### config.mk
export PLATFORM = sky130hd
export DESIGN_NAME = acs_sequencer
export DESIGN_NICKNAME = d
export VERILOG_FILES = /design/src/acs_pkg.sv /design/src/acs_sequencer.sv
export SDC_FILE = /design/constraint.sdc
export NUM_CORES = 1
export LEC_CHECK = 0
export BUFFER_PORTS_ARGS = -buffer_cell sky130_fd_sc_hd__buf_2
export CAP_MARGIN = 10
export CORE_MARGIN = 2
export CORE_UTILIZATION = 56
export CTS_BUF_LIST = sky130_fd_sc_hd__clkbuf_4
export DETAILED_ROUTE_END_ITERATION = 10
export HOLD_SLACK_MARGIN = 0.15
export PLACE_DENSITY = 0.77
export SLEW_MARGIN = 20
export SYNTH_ARGS = -nofsm -noshare
export SYNTH_HDL_FRONTEND = slang
export SYNTH_SLANG_ARGS = --single-unit
### constraint.sdc
create_clock -name clk -period 3.4 [get_ports clk]
set_clock_uncertainty 0.1 [all_clocks]
set_input_delay 0.68 -clock clk [delete_from_list [all_inputs] [get_ports clk]]
set_output_delay 0.68 -clock clk [all_outputs]
set_load 0.02 [all_outputs]
### src/acs_pkg.sv
// shared constants and carriers for the serial conversion sequencer
package acs_pkg;
  // ----------------------------------------
  // slot timing in serial clock edges
  // ----------------------------------------
  localparam logic [4:0] SLOT_EDGES = 5'h10;
  localparam logic [4:0] TRACK_LAST_FALL = 5'h03;
  localparam logic [4:0] HOLD_FALL = 5'h04;
  localparam logic [4:0] FIRST_DATA_FALL = 5'h05;
  localparam logic [3:0] CTRL_LAST_RISE = 4'h7;
  localparam logic [3:0] SLOT_LAST_RISE = 4'hf;
  // ----------------------------------------
  // control byte layout and reset values
  // ----------------------------------------
  localparam int CTRL_BITS = 8;
  localparam int ADDR_MSB = 5;
  localparam int ADDR_LSB = 3;
  localparam int RES_BITS = 12;
  localparam int FIFO_DEPTH = 4;
  localparam logic [2:0] RESET_CHANNEL = 3'h0;
  localparam logic [7:0] RESET_CTRL = 8'h00;

  // sampled pins of the serial port
  typedef struct packed {
    logic cs_n;
    logic sclk;
    logic din;
  } acs_pins_t;

  // request to the converter core
  typedef struct packed {
    logic start;
    logic [2:0] channel;
  } acs_conv_req_t;
endpackage

### src/acs_sequencer.sv
// serial port sequencer and result buffer of the eight-channel converter
// Overview of operation
// - first 3 serial cycles of a slot track, the next 13 hold and convert.
// - data output is driven only while chip select is low.
// - serial clock edges while chip select is high change nothing.
// - falling edges 1-4 send zeros, edges 5-16 send the result msb first.
// - in continuous frames each 16-edge slot restarts tracking, hold at edge 4.
// - select falling with clock high starts tracking at next clock fall.
// - select falling with clock low tracks at once, counts as fall one.
// - select and clock falling together also enter tracking.
// - control byte is taken on the first 8 rising edges of each slot.
// - a captured channel code applies to the following conversion.
// - byte bits 5..3 choose input 0..7 as a plain binary index.
// - byte bits 7, 6, 2, 1 and 0 are ignored.
// - after reset the first conversion uses input 0.
// - results pass as unsigned straight binary 12-bit codes.
// - powered down while deselected and between fall 16 and the next fall 1.

// ----------------------------------------
// result buffer
// ----------------------------------------
module acs_fifo #(
  parameter int WIDTH = 12,
  parameter int DEPTH = 4
) (
  input wire logic clk,
  input wire logic rst,
  input wire logic [WIDTH-1:0] in_data,
  input wire logic in_valid,
  output logic in_ready,
  output logic [WIDTH-1:0] out_data,
  output logic out_valid,
  input wire logic out_ready
);
  localparam int AW = (DEPTH > 1) ? $clog2(DEPTH) : 1;
  // sized to the count so that a depth equal to a power of two is not cut to zero
  localparam logic [AW:0] FULL = (AW+1)'(DEPTH);

  logic [WIDTH-1:0] mem [DEPTH];
  logic [AW-1:0] wr_ptr, rd_ptr, next_wr_ptr, next_rd_ptr;
  logic [AW:0] count, next_count;
  logic next_in_ready, push, pop;

  function automatic logic [AW-1:0] bump(input logic [AW-1:0] p);
    return (p == AW'(DEPTH - 1)) ? '0 : p + 1'b1;
  endfunction

  assign out_valid = (count != '0);
  assign out_data = mem[rd_ptr];

  always_comb begin
    push = in_valid && in_ready;
    pop = out_valid && out_ready;
    next_wr_ptr = push ? bump(wr_ptr) : wr_ptr;
    next_rd_ptr = pop ? bump(rd_ptr) : rd_ptr;
    next_count = count + {{AW{1'b0}}, push} - {{AW{1'b0}}, pop};
    next_in_ready = (next_count != FULL);
  end

  always_ff @(posedge clk) begin
    if (rst) begin
      wr_ptr <= '0;
      rd_ptr <= '0;
      count <= '0;
      in_ready <= 1'b1;
    end else begin
      wr_ptr <= next_wr_ptr;
      rd_ptr <= next_rd_ptr;
      count <= next_count;
      in_ready <= next_in_ready;
    end
  end

  // storage needs no reset; only written words are ever read
  always_ff @(posedge clk) begin
    if (push) begin
      mem[wr_ptr] <= in_data;
    end
  end
endmodule

// ----------------------------------------
// sequencer top
// ----------------------------------------
module acs_sequencer #(
  parameter int RES_W = 12,
  parameter int DEPTH = 4
) (
  input wire logic clk,
  input wire logic rst,
  input wire logic cs_n,
  input wire logic sclk,
  input wire logic din,
  output logic dout,
  output logic dout_oe,
  output logic track,
  output logic power_down,
  output acs_pkg::acs_conv_req_t conv_req,
  input wire logic [RES_W-1:0] conv_data,
  input wire logic conv_valid,
  output logic conv_ready
);
  // ----------------------------------------
  // pin synchronisers
  // ----------------------------------------
  acs_pkg::acs_pins_t pin_s1, pin_s2, pin_p;

  always_ff @(posedge clk) begin
    if (rst) begin
      pin_s1 <= 3'h4;
      pin_s2 <= 3'h4;
      pin_p <= 3'h4;
    end else begin
      pin_s1 <= '{cs_n: cs_n, sclk: sclk, din: din};
      pin_s2 <= pin_s1;
      pin_p <= pin_s2;
    end
  end

  logic act, cs_fall, sclk_fall, sclk_rise;
  assign act = !pin_s2.cs_n;
  assign cs_fall = pin_p.cs_n && !pin_s2.cs_n;
  assign sclk_fall = act && !cs_fall && pin_p.sclk && !pin_s2.sclk;
  assign sclk_rise = act && !cs_fall && !pin_p.sclk && pin_s2.sclk;

  // ----------------------------------------
  // result buffer in the data path
  // ----------------------------------------
  logic [RES_W-1:0] f_data;
  logic f_valid, f_pop;

  acs_fifo #(.WIDTH(RES_W), .DEPTH(DEPTH)) u_fifo (
    .clk(clk),
    .rst(rst),
    .in_data(conv_data),
    .in_valid(conv_valid),
    .in_ready(conv_ready),
    .out_data(f_data),
    .out_valid(f_valid),
    .out_ready(f_pop)
  );

  // ----------------------------------------
  // slot sequencing and shifting
  // ----------------------------------------
  logic [4:0] fall_cnt, next_fall;
  logic [3:0] rise_cnt, next_rise;
  logic [7:0] ctrl, next_ctrl;
  logic [2:0] pend, next_pend;
  logic [RES_W-2:0] sh, next_sh;
  logic next_dout, next_oe, next_track, next_pd;
  acs_pkg::acs_conv_req_t next_req;

  always_comb begin
    next_fall = fall_cnt;
    next_rise = rise_cnt;
    next_ctrl = ctrl;
    next_pend = pend;
    next_sh = sh;
    next_dout = dout;
    next_req = '{start: 1'b0, channel: conv_req.channel};
    f_pop = 1'b0;
    if (cs_fall) begin
      // a simultaneous clock fall shows up here as clock already low
      next_rise = '0;
      next_dout = 1'b0;
      next_req.channel = pend;
      next_fall = pin_s2.sclk ? 5'h00 : 5'h01;
    end else if (act) begin
      if (sclk_fall) begin
        if (fall_cnt == acs_pkg::SLOT_EDGES) begin
          next_fall = 5'h01;
          next_req.channel = pend;
        end else begin
          next_fall = fall_cnt + 5'h01;
        end
        next_req.start = (next_fall == acs_pkg::HOLD_FALL);
        if (next_fall < acs_pkg::FIRST_DATA_FALL) begin
          next_dout = 1'b0;
        end else if (next_fall == acs_pkg::FIRST_DATA_FALL) begin
          // an empty buffer sends an all-zero code rather than stale data
          f_pop = f_valid;
          {next_dout, next_sh} = f_valid ? f_data : '0;
        end else begin
          {next_dout, next_sh} = {sh, 1'b0};
        end
      end
      if (sclk_rise) begin
        if (rise_cnt <= acs_pkg::CTRL_LAST_RISE) begin
          next_ctrl = {ctrl[6:0], pin_s2.din};
        end
        if (rise_cnt == acs_pkg::CTRL_LAST_RISE) begin
          next_pend = next_ctrl[acs_pkg::ADDR_MSB:acs_pkg::ADDR_LSB];
        end
        // relies on the host giving whole 16-edge slots
        next_rise = (rise_cnt == acs_pkg::SLOT_LAST_RISE) ? '0 : rise_cnt + 4'h1;
      end
    end
    next_oe = act;
    next_track = act && !cs_fall ? (next_fall != '0 && next_fall <= acs_pkg::TRACK_LAST_FALL)
                                 : (cs_fall && !pin_s2.sclk);
    next_pd = !act || (next_fall == acs_pkg::SLOT_EDGES);
  end

  always_ff @(posedge clk) begin
    if (rst) begin
      fall_cnt <= '0;
      rise_cnt <= '0;
      ctrl <= acs_pkg::RESET_CTRL;
      pend <= acs_pkg::RESET_CHANNEL;
      sh <= '0;
      dout <= 1'b0;
      dout_oe <= 1'b0;
      track <= 1'b0;
      power_down <= 1'b1;
      conv_req <= '{start: 1'b0, channel: acs_pkg::RESET_CHANNEL};
    end else begin
      fall_cnt <= next_fall;
      rise_cnt <= next_rise;
      ctrl <= next_ctrl;
      pend <= next_pend;
      sh <= next_sh;
      dout <= next_dout;
      dout_oe <= next_oe;
      track <= next_track;
      power_down <= next_pd;
      conv_req <= next_req;
    end
  end
endmodule

## Word level (Yosys, flattened, before mapping)

Memory sizes are Yosys's and may differ from the RTL's. A register that Yosys moved wholly into a read port is not among the register bits.
Index checks and enable logic that the tools add are counted.

| cells by class | value |
|---|---|
| reductions and logical operators | 28 |
| add/sub/neg operators | 6 |
| magnitude comparators | 3 |
| eq/ne operators | 10 |
| div/mod/pow operators | 0 |
| bitwise gates (word level) | 4 |
| multipliers | 0 |
| shift operators | 0 |
| multiplexer cells | 30 |

Operators with widths:

| operator | count |
|---|---|
| $mux W5 | 7 |
| $mux W12 | 1 |
| $mux W3 | 4 |
| $reduce_and A4 Y1 | 3 |
| $mux W1 | 11 |
| $mux W11 | 1 |
| $eq A5 B3 Y1 const B | 2 |
| $eq A5 B5 Y1 const B | 2 |
| $logic_and A1 B1 Y1 | 10 |
| $mux W2 | 4 |
| $mux W6 | 1 |
| $reduce_and A3 Y1 | 2 |
| $add A5 B1 Y5 const B | 1 |
| $le A5 B2 Y1 const B | 1 |
| $lt A5 B3 Y1 const B | 1 |
| $reduce_bool A5 Y1 | 1 |
| $add A2 B1 Y2 const B | 2 |
| $add A4 B1 Y4 const B | 1 |
| $eq A2 B2 Y1 const B | 2 |
| $eq A4 B3 Y1 const B | 1 |
| $eq A4 B4 Y1 const B | 1 |
| $le A4 B3 Y1 const B | 1 |
| $logic_not A1 Y1 | 4 |
| $mux W4 | 1 |
| 11 further kinds | 16 |

| storage, ports and cells | value |
|---|---|
| input port bits | 18 |
| word-level logic and storage cells | 106 |
| bits in writable memories | 48 |
| bits in read-only memories | 0 |
| output and inout port bits | 9 |
| bits in latches | 0 |
| memories | 1 |
| register bits | 53 |

Memories:

| memory | depth | width | read ports | clocked after memory_dff | write ports | line | text |
|---|---|---|---|---|---|---|---|
| u_fifo.mem | 4 | 12 | 1 | 1 | 1 | acs_sequencer.sv:39 | `logic [WIDTH-1:0] mem [DEPTH];` |

## Depth between registers and ports, before layout

| depth | value |
|---|---|
| depth in word-level cells | 18 |
| gate-level depth with buffers | 15 |
| depth with buffers taken out | 15 |

## Cells and area by module

A second synthesis with hierarchy kept.

| second synthesis, totals | value |
|---|---|
| cell total of the unflattened synthesis | 315 |
| area total of the unflattened synthesis | 4231.6 um2 |

By module, submodules not included:

| module | area each (um2) | instances | cells each | sequential area each (um2) |
|---|---|---|---|---|
| acs_fifo | 2238.4 | 1 | 110 | 1641.6 |
| acs_sequencer | 1993.2 | 1 | 205 | 880.8 |

## Least setup slack after synthesis

OpenSTA, ideal clock, no wires.

| timing path | value |
|---|---|
| path kind | reg2reg |
| start | reg fall_cnt[0] |
| end | reg u_fifo.in_ready |
| data required time | 3.178 ns |
| arrival | 2.990 ns |
| cell stages (with the launch flop) | 16 |
| clock period less this slack | 3.212 ns |
| path buffers | 0 |
| slack | 0.188 ns |
| library setup time | 0.122 ns |
| path through | dfxtp_1 inv_1 ha_1 nor4bb_2 a211o_1 o211ai_1 nor4b_4 ha_1 inv_1 ha_1 inv_1 fa_1 xor2_1 xnor2_1 nor2_1 nand3b_1 |

| on the way | value |
|---|---|
| longest elaborated chain between the ends | 14 |
| elaborated cells on any way between the ends | 16 |
| classes of those cells | add/sub: 2; order compare: 1; eq/ne: 3; mux: 9; reduce/logical: 1 |

Ends and longest elaborated chain:

| what | line | text |
|---|---|---|
| start: declaration | acs_sequencer.sv:146 | `logic [4:0] fall_cnt, next_fall;` |
| start signal: assignment | acs_sequencer.sv:218 | `fall_cnt <= next_fall;` |
| $add A5 B1 Y5 / $eq A5 B5 Y1 (equally long branches) | acs_sequencer.sv:175, acs_sequencer.sv:171 |  |
| $mux W5 * | acs_sequencer.sv:171 | `if (fall_cnt == acs_pkg::SLOT_EDGES) begin` |
| $mux W5 * | acs_sequencer.sv:170 | `if (sclk_fall) begin` |
| $mux W5 * | acs_sequencer.sv:169 | `end else if (act) begin` |
| $mux W5 * | acs_sequencer.sv:163 | `if (cs_fall) begin` |
| branches (longest 2 deep; another with $lt A5 B3 Y1) | -- |  |
| $mux W1 * | acs_sequencer.sv:178 | `if (next_fall < acs_pkg::FIRST_DATA_FALL) begin` |
| $mux W1 * | acs_sequencer.sv:170 |  |
| $mux W1 * | acs_sequencer.sv:169 |  |
| $mux W1 * | acs_sequencer.sv:163 |  |
| $logic_and A1 B1 Y1 * | acs_sequencer.sv:53 | `pop = out_valid && out_ready;` |
| net u_fifo.pop | acs_sequencer.sv:42 | `logic next_in_ready, push, pop;` |
| $sub A3 B1 Y3 * | acs_sequencer.sv:56 | `next_count = count + {{AW{1'b0}}, push} - {{AW{1'b0}}, pop};` |
| $ne A3 B3 Y1 * | acs_sequencer.sv:57 | `next_in_ready = (next_count != FULL);` |
| end signal: assignment | acs_sequencer.sv:70 | `in_ready <= next_in_ready;` |
| end: declaration | acs_sequencer.sv:30 | `output logic in_ready,` |

Mark *: on every way through the listed nets, which the timed path passes. The select of a mux whose other input is x is not followed.
A chain may end at the register's enable or synchronous reset.

## Final worst setup path

Same ends and word-level chain as after synthesis.

==> results.json <==
{
  "clock_path_buffers": 2,
  "crit_chain": "inv_1 -> ha_2 -> nor4bb_4 -> a211o_1 -> o211ai_1 -> nor4b_4 -> ha_1 -> inv_1 -> ha_1 -> inv_1 -> fa_1 -> xor2_1 -> xnor2_1 -> nor2_1 -> nand3b_1",
  "drt_iter0_drc": 106,
  "die_area_um2": 8410,
  "fill_cells": 574,
  "ff2ff_path_depth": 15,
  "vdd.ir_drop.worst_mv": 0.324,
  "synth_nets": 364,
  "slew_headroom_pct": 44.6,
  "post_drt_via_cell_ratio": 5.70,
  "diodes": 0,
  "synth_area_per_cell_um2": 12.9,
  "drive_gt1_share_pct": 21.3,
  "final_common_cell": "dfxtp_1",
  "routed_wl_um": 7220,
  "vias": 2627,
  "worstMarginPinSlew_ns": 0.830,
  "slowest_stage": "dfxtp_4",
  "r2r-end": "u_fifo.in_ready$_SDFF_PP1_",
  "crit_family": "adder cells",
  "syn_inst": 334,
  "synth_area_leaders": "edfxtp_1 (33%), dfxtp_1 (25%), mux4_2 (6.3%)",
  "synth_cell_types": 52,
  "slew_viol_final": 0,
  "drv_cap": 0,
  "postCtsHoldBufs": 0,
  "ctsRootBufferMaster": "clkbuf_4",
  "fin_crit_sh_pct": 92.1,
  "critPathCaptureType": "register",
  "worstHoldPathType": "in2reg",
  "fin_cells": 461,
  "powerDensity_nw_per_um2": 470,
  "highest_layer": "met4",
  "cts-buffers-inserted": 9,
  "reg2reg_from": "fall_cnt[0]$_SDFF_PP0_",
  "fin_nets": 387,
  "dp_slack_ns": 0.0991,
  "clk_latency_ns": 0.45,
  "wl_met1_um": 3240,
  "gp_congestion": 0.818,
  "port_buffers": 26,
  "synth_edf_count": 48,
  "syn_area_um2": 4310,
  "worst_path_largest_cell_delay_ns": 0.40,
  "ff_latch_area_um2": 2530,
  "syn2layout_area_growth_pct": 8.89,
  "ys_ff_latch": 102,
  "setup_viol": 0,
  "min_from": "cs_n",
  "cp.required_ns": 3.64,
  "cts_tree": "done",
  "hold_viol": 0,
  "grt_pass1_wl_um": 12100,
  "cts.sinks": 102,
  "wl_met3_um": 271,
  "drt-pass1-iter-count": 5,
  "core-area_um2": 7370,
  "max_freq_ghz": 0.319,
  "synth_seq_area_share_pct": 58.5,
  "rsz0062_at_grt": "no",
  "grt-ovfl-total": 0,
  "clkTransAtPathRegs_ns": 0.17,
  "p_leak_nw": 1.63,
  "synthArstFlopShare_pct": 0,
  "ant_nets": 0,
  "multi_input_area_um2": 1670,
  "grt_usage_pct": 18.5,
  "critPathLaunchType": "register",
  "io_pins": 27,
  "r2r_setup_slack_ns": 0.27,
  "yosysWarnings": 0,
  "crit_fanout": 5,
  "synth_flop_cell": "dfxtp_1",
  "h-tree-depth": 3,
  "floorplan.initialDensity_pct": 58.5,
  "grt_pass1_vias": 2632,
  "setup_tns_ns": 0,
  "wl_per_cell_um": 15.7,
  "netlist.area_leader.share_pct": 33.4,
  "rows": 31,
  "drc": 0,
  "path_buf_inv": 3,
  "antenna_found_initial": 0,
  "status": "completed",
  "dp.cells": 444,
  "worst_ep_arrival_time_ns": 3.37,
  "min_delay_path_depth": 2,
  "yosysTopAreaCell": "edfxtp_1",
  "dpl.hpwl_um": 4680,
  "hold-path-endpoint": "pin_s1[2]$_SDFF_PP1_",
  "wl_met2_um": 3630,
  "fin_crit_ns": 3.13,
  "die-height_um": 91.7,
  "layout_common_cells": "dfxtp_1 (52), edfxtp_1 (48), buf_2 (26)",
  "crit_top_cell": "inv_1",
  "setup_slack_ns": 0.268,
  "grt_start_max_net_pins": 47,
  "crit_type": "reg2reg",
  "fp.dieW_um": 91.7
}
==> logic make-up after synthesis <==
group           Yosys count  synth area share, %
simple gates            109                 15.7
flops                   102                 58.5
compound gates           45                 7.23
buf+inv                  30                 3.14
mux                      30                 10.5
fa+ha+maj                12                 3.66
xor+xnor                  6                 1.22
==> area by class of cell <==
class	count	share of cell area, %
flip-flops and latches	102	53.9
multi-input cells	202	35.6
repair buffers	32	3.73
well taps	99	2.64
clock inverters	7	1.84
clock buffers	9	1.44
inverters	10	0.800
==> how the worst max path moves through the flow <==
stage | start | to | slack [ns] | depth (start not counted)
2_1_floorplan | fall_cnt[0]$_SDFF_PP0_ | u_fifo.in_ready$_SDFF_PP1_ | 0.19 | 15
4_1_cts | fall_cnt[0]$_SDFF_PP0_ | u_fifo.in_ready$_SDFF_PP1_ | 0.05 | 15
6_report | fall_cnt[0]$_SDFF_PP0_ | u_fifo.in_ready$_SDFF_PP1_ | 0.27 | 15
3_5_place_dp | fall_cnt[0]$_SDFF_PP0_ | u_fifo.in_ready$_SDFF_PP1_ | 0.1 | 15
5_1_grt | fall_cnt[1]$_SDFF_PP0_ | u_fifo.in_ready$_SDFF_PP1_ | 0.005 | 14
3_3_place_gp | fall_cnt[0]$_SDFF_PP0_ | u_fifo.in_ready$_SDFF_PP1_ | 0.24 | 15
==> registers in the layout (all words and copies together), names as in the netlist, 2 cells and up, named ones only <==
signal	flops
u_fifo.rd_ptr	2
pin_p	2
sh	11
ctrl	5
pin_s1	3
pend	3
u_fifo.count	3
conv_req	4
fall_cnt	5
rise_cnt	4
pin_s2	3
u_fifo.wr_ptr	2
u_fifo.mem	48
==> worst register-to-register path, delay by kind of cell, from the launching register on <==
family / cells / cell delay [ns]
buffers and inverters: 3 / 0.18
xor gates and xnor gates: 2 / 0.29
DFF: 1 / 0.40
and+or+nand+nor: 4 / 0.67
AOI/OAI and AO/OA: 2 / 0.40
adders and majority gates: 4 / 0.99
==> synth_stat cells (2+ instances only) <==
cell,n
o21ai_0,3
a311oi_1,10
nor2_1,24
xnor2_1,3
nand3_1,2
a31oi_1,2
ha_1,11
clkbuf_1,10
edfxtp_1,48
or2_2,3
dfxtp_1,54
and3_1,5
a21oi_1,19
nor4b_4,2
buf_1,2
and2_1,2
nand2_1,19
or3_1,2
nand3b_1,2
nand2b_1,8
mux4_2,12
buf_6,2
nor2b_1,10
mux2i_1,16
or3b_1,11
a221oi_1,2
or4b_1,3
mux2_1,2
inv_1,10
buf_2,6
nor3_1,6
xor2_1,3
==> per-layer routing <==
layer  GRT usage [%]  up-vias
li1                -     1285
met1            22.9     1278
met2            31.3       56
met3            4.93        8
met4            6.84        0
met5               0        -
==> power breakdown <==
group / switching (mW) / leakage (nW) / internal (mW)
logic: 0.0967 / 0.659 / 0.0662
clock network: 0.432 / 0.0867 / 0.244
registers: 0.0228 / 0.880 / 1.34
total: 0.551 / 1.63 / 1.65
==> per-stage QoR <==
stage	utilization, %	power, mW	hold slack [ns]	area [um2]
finish	63.7	2.20	0.314	4690
floorplan	-	1.50	0.289	4310
CTS	63.2	2.23	0.285	4660
global placement	61.1	1.55	0.312	4500
detailed placement	61.1	1.56	0.320	4500
global route	63.7	2.30	0.261	4690
==> repair_timing <==
item,4_1_cts,5_1_grt
gates resized for setup,0,9
setup buffers,0,1
setup endpoints to repair,0,2
Note: power is estimated with default switching activity, not from simulation.
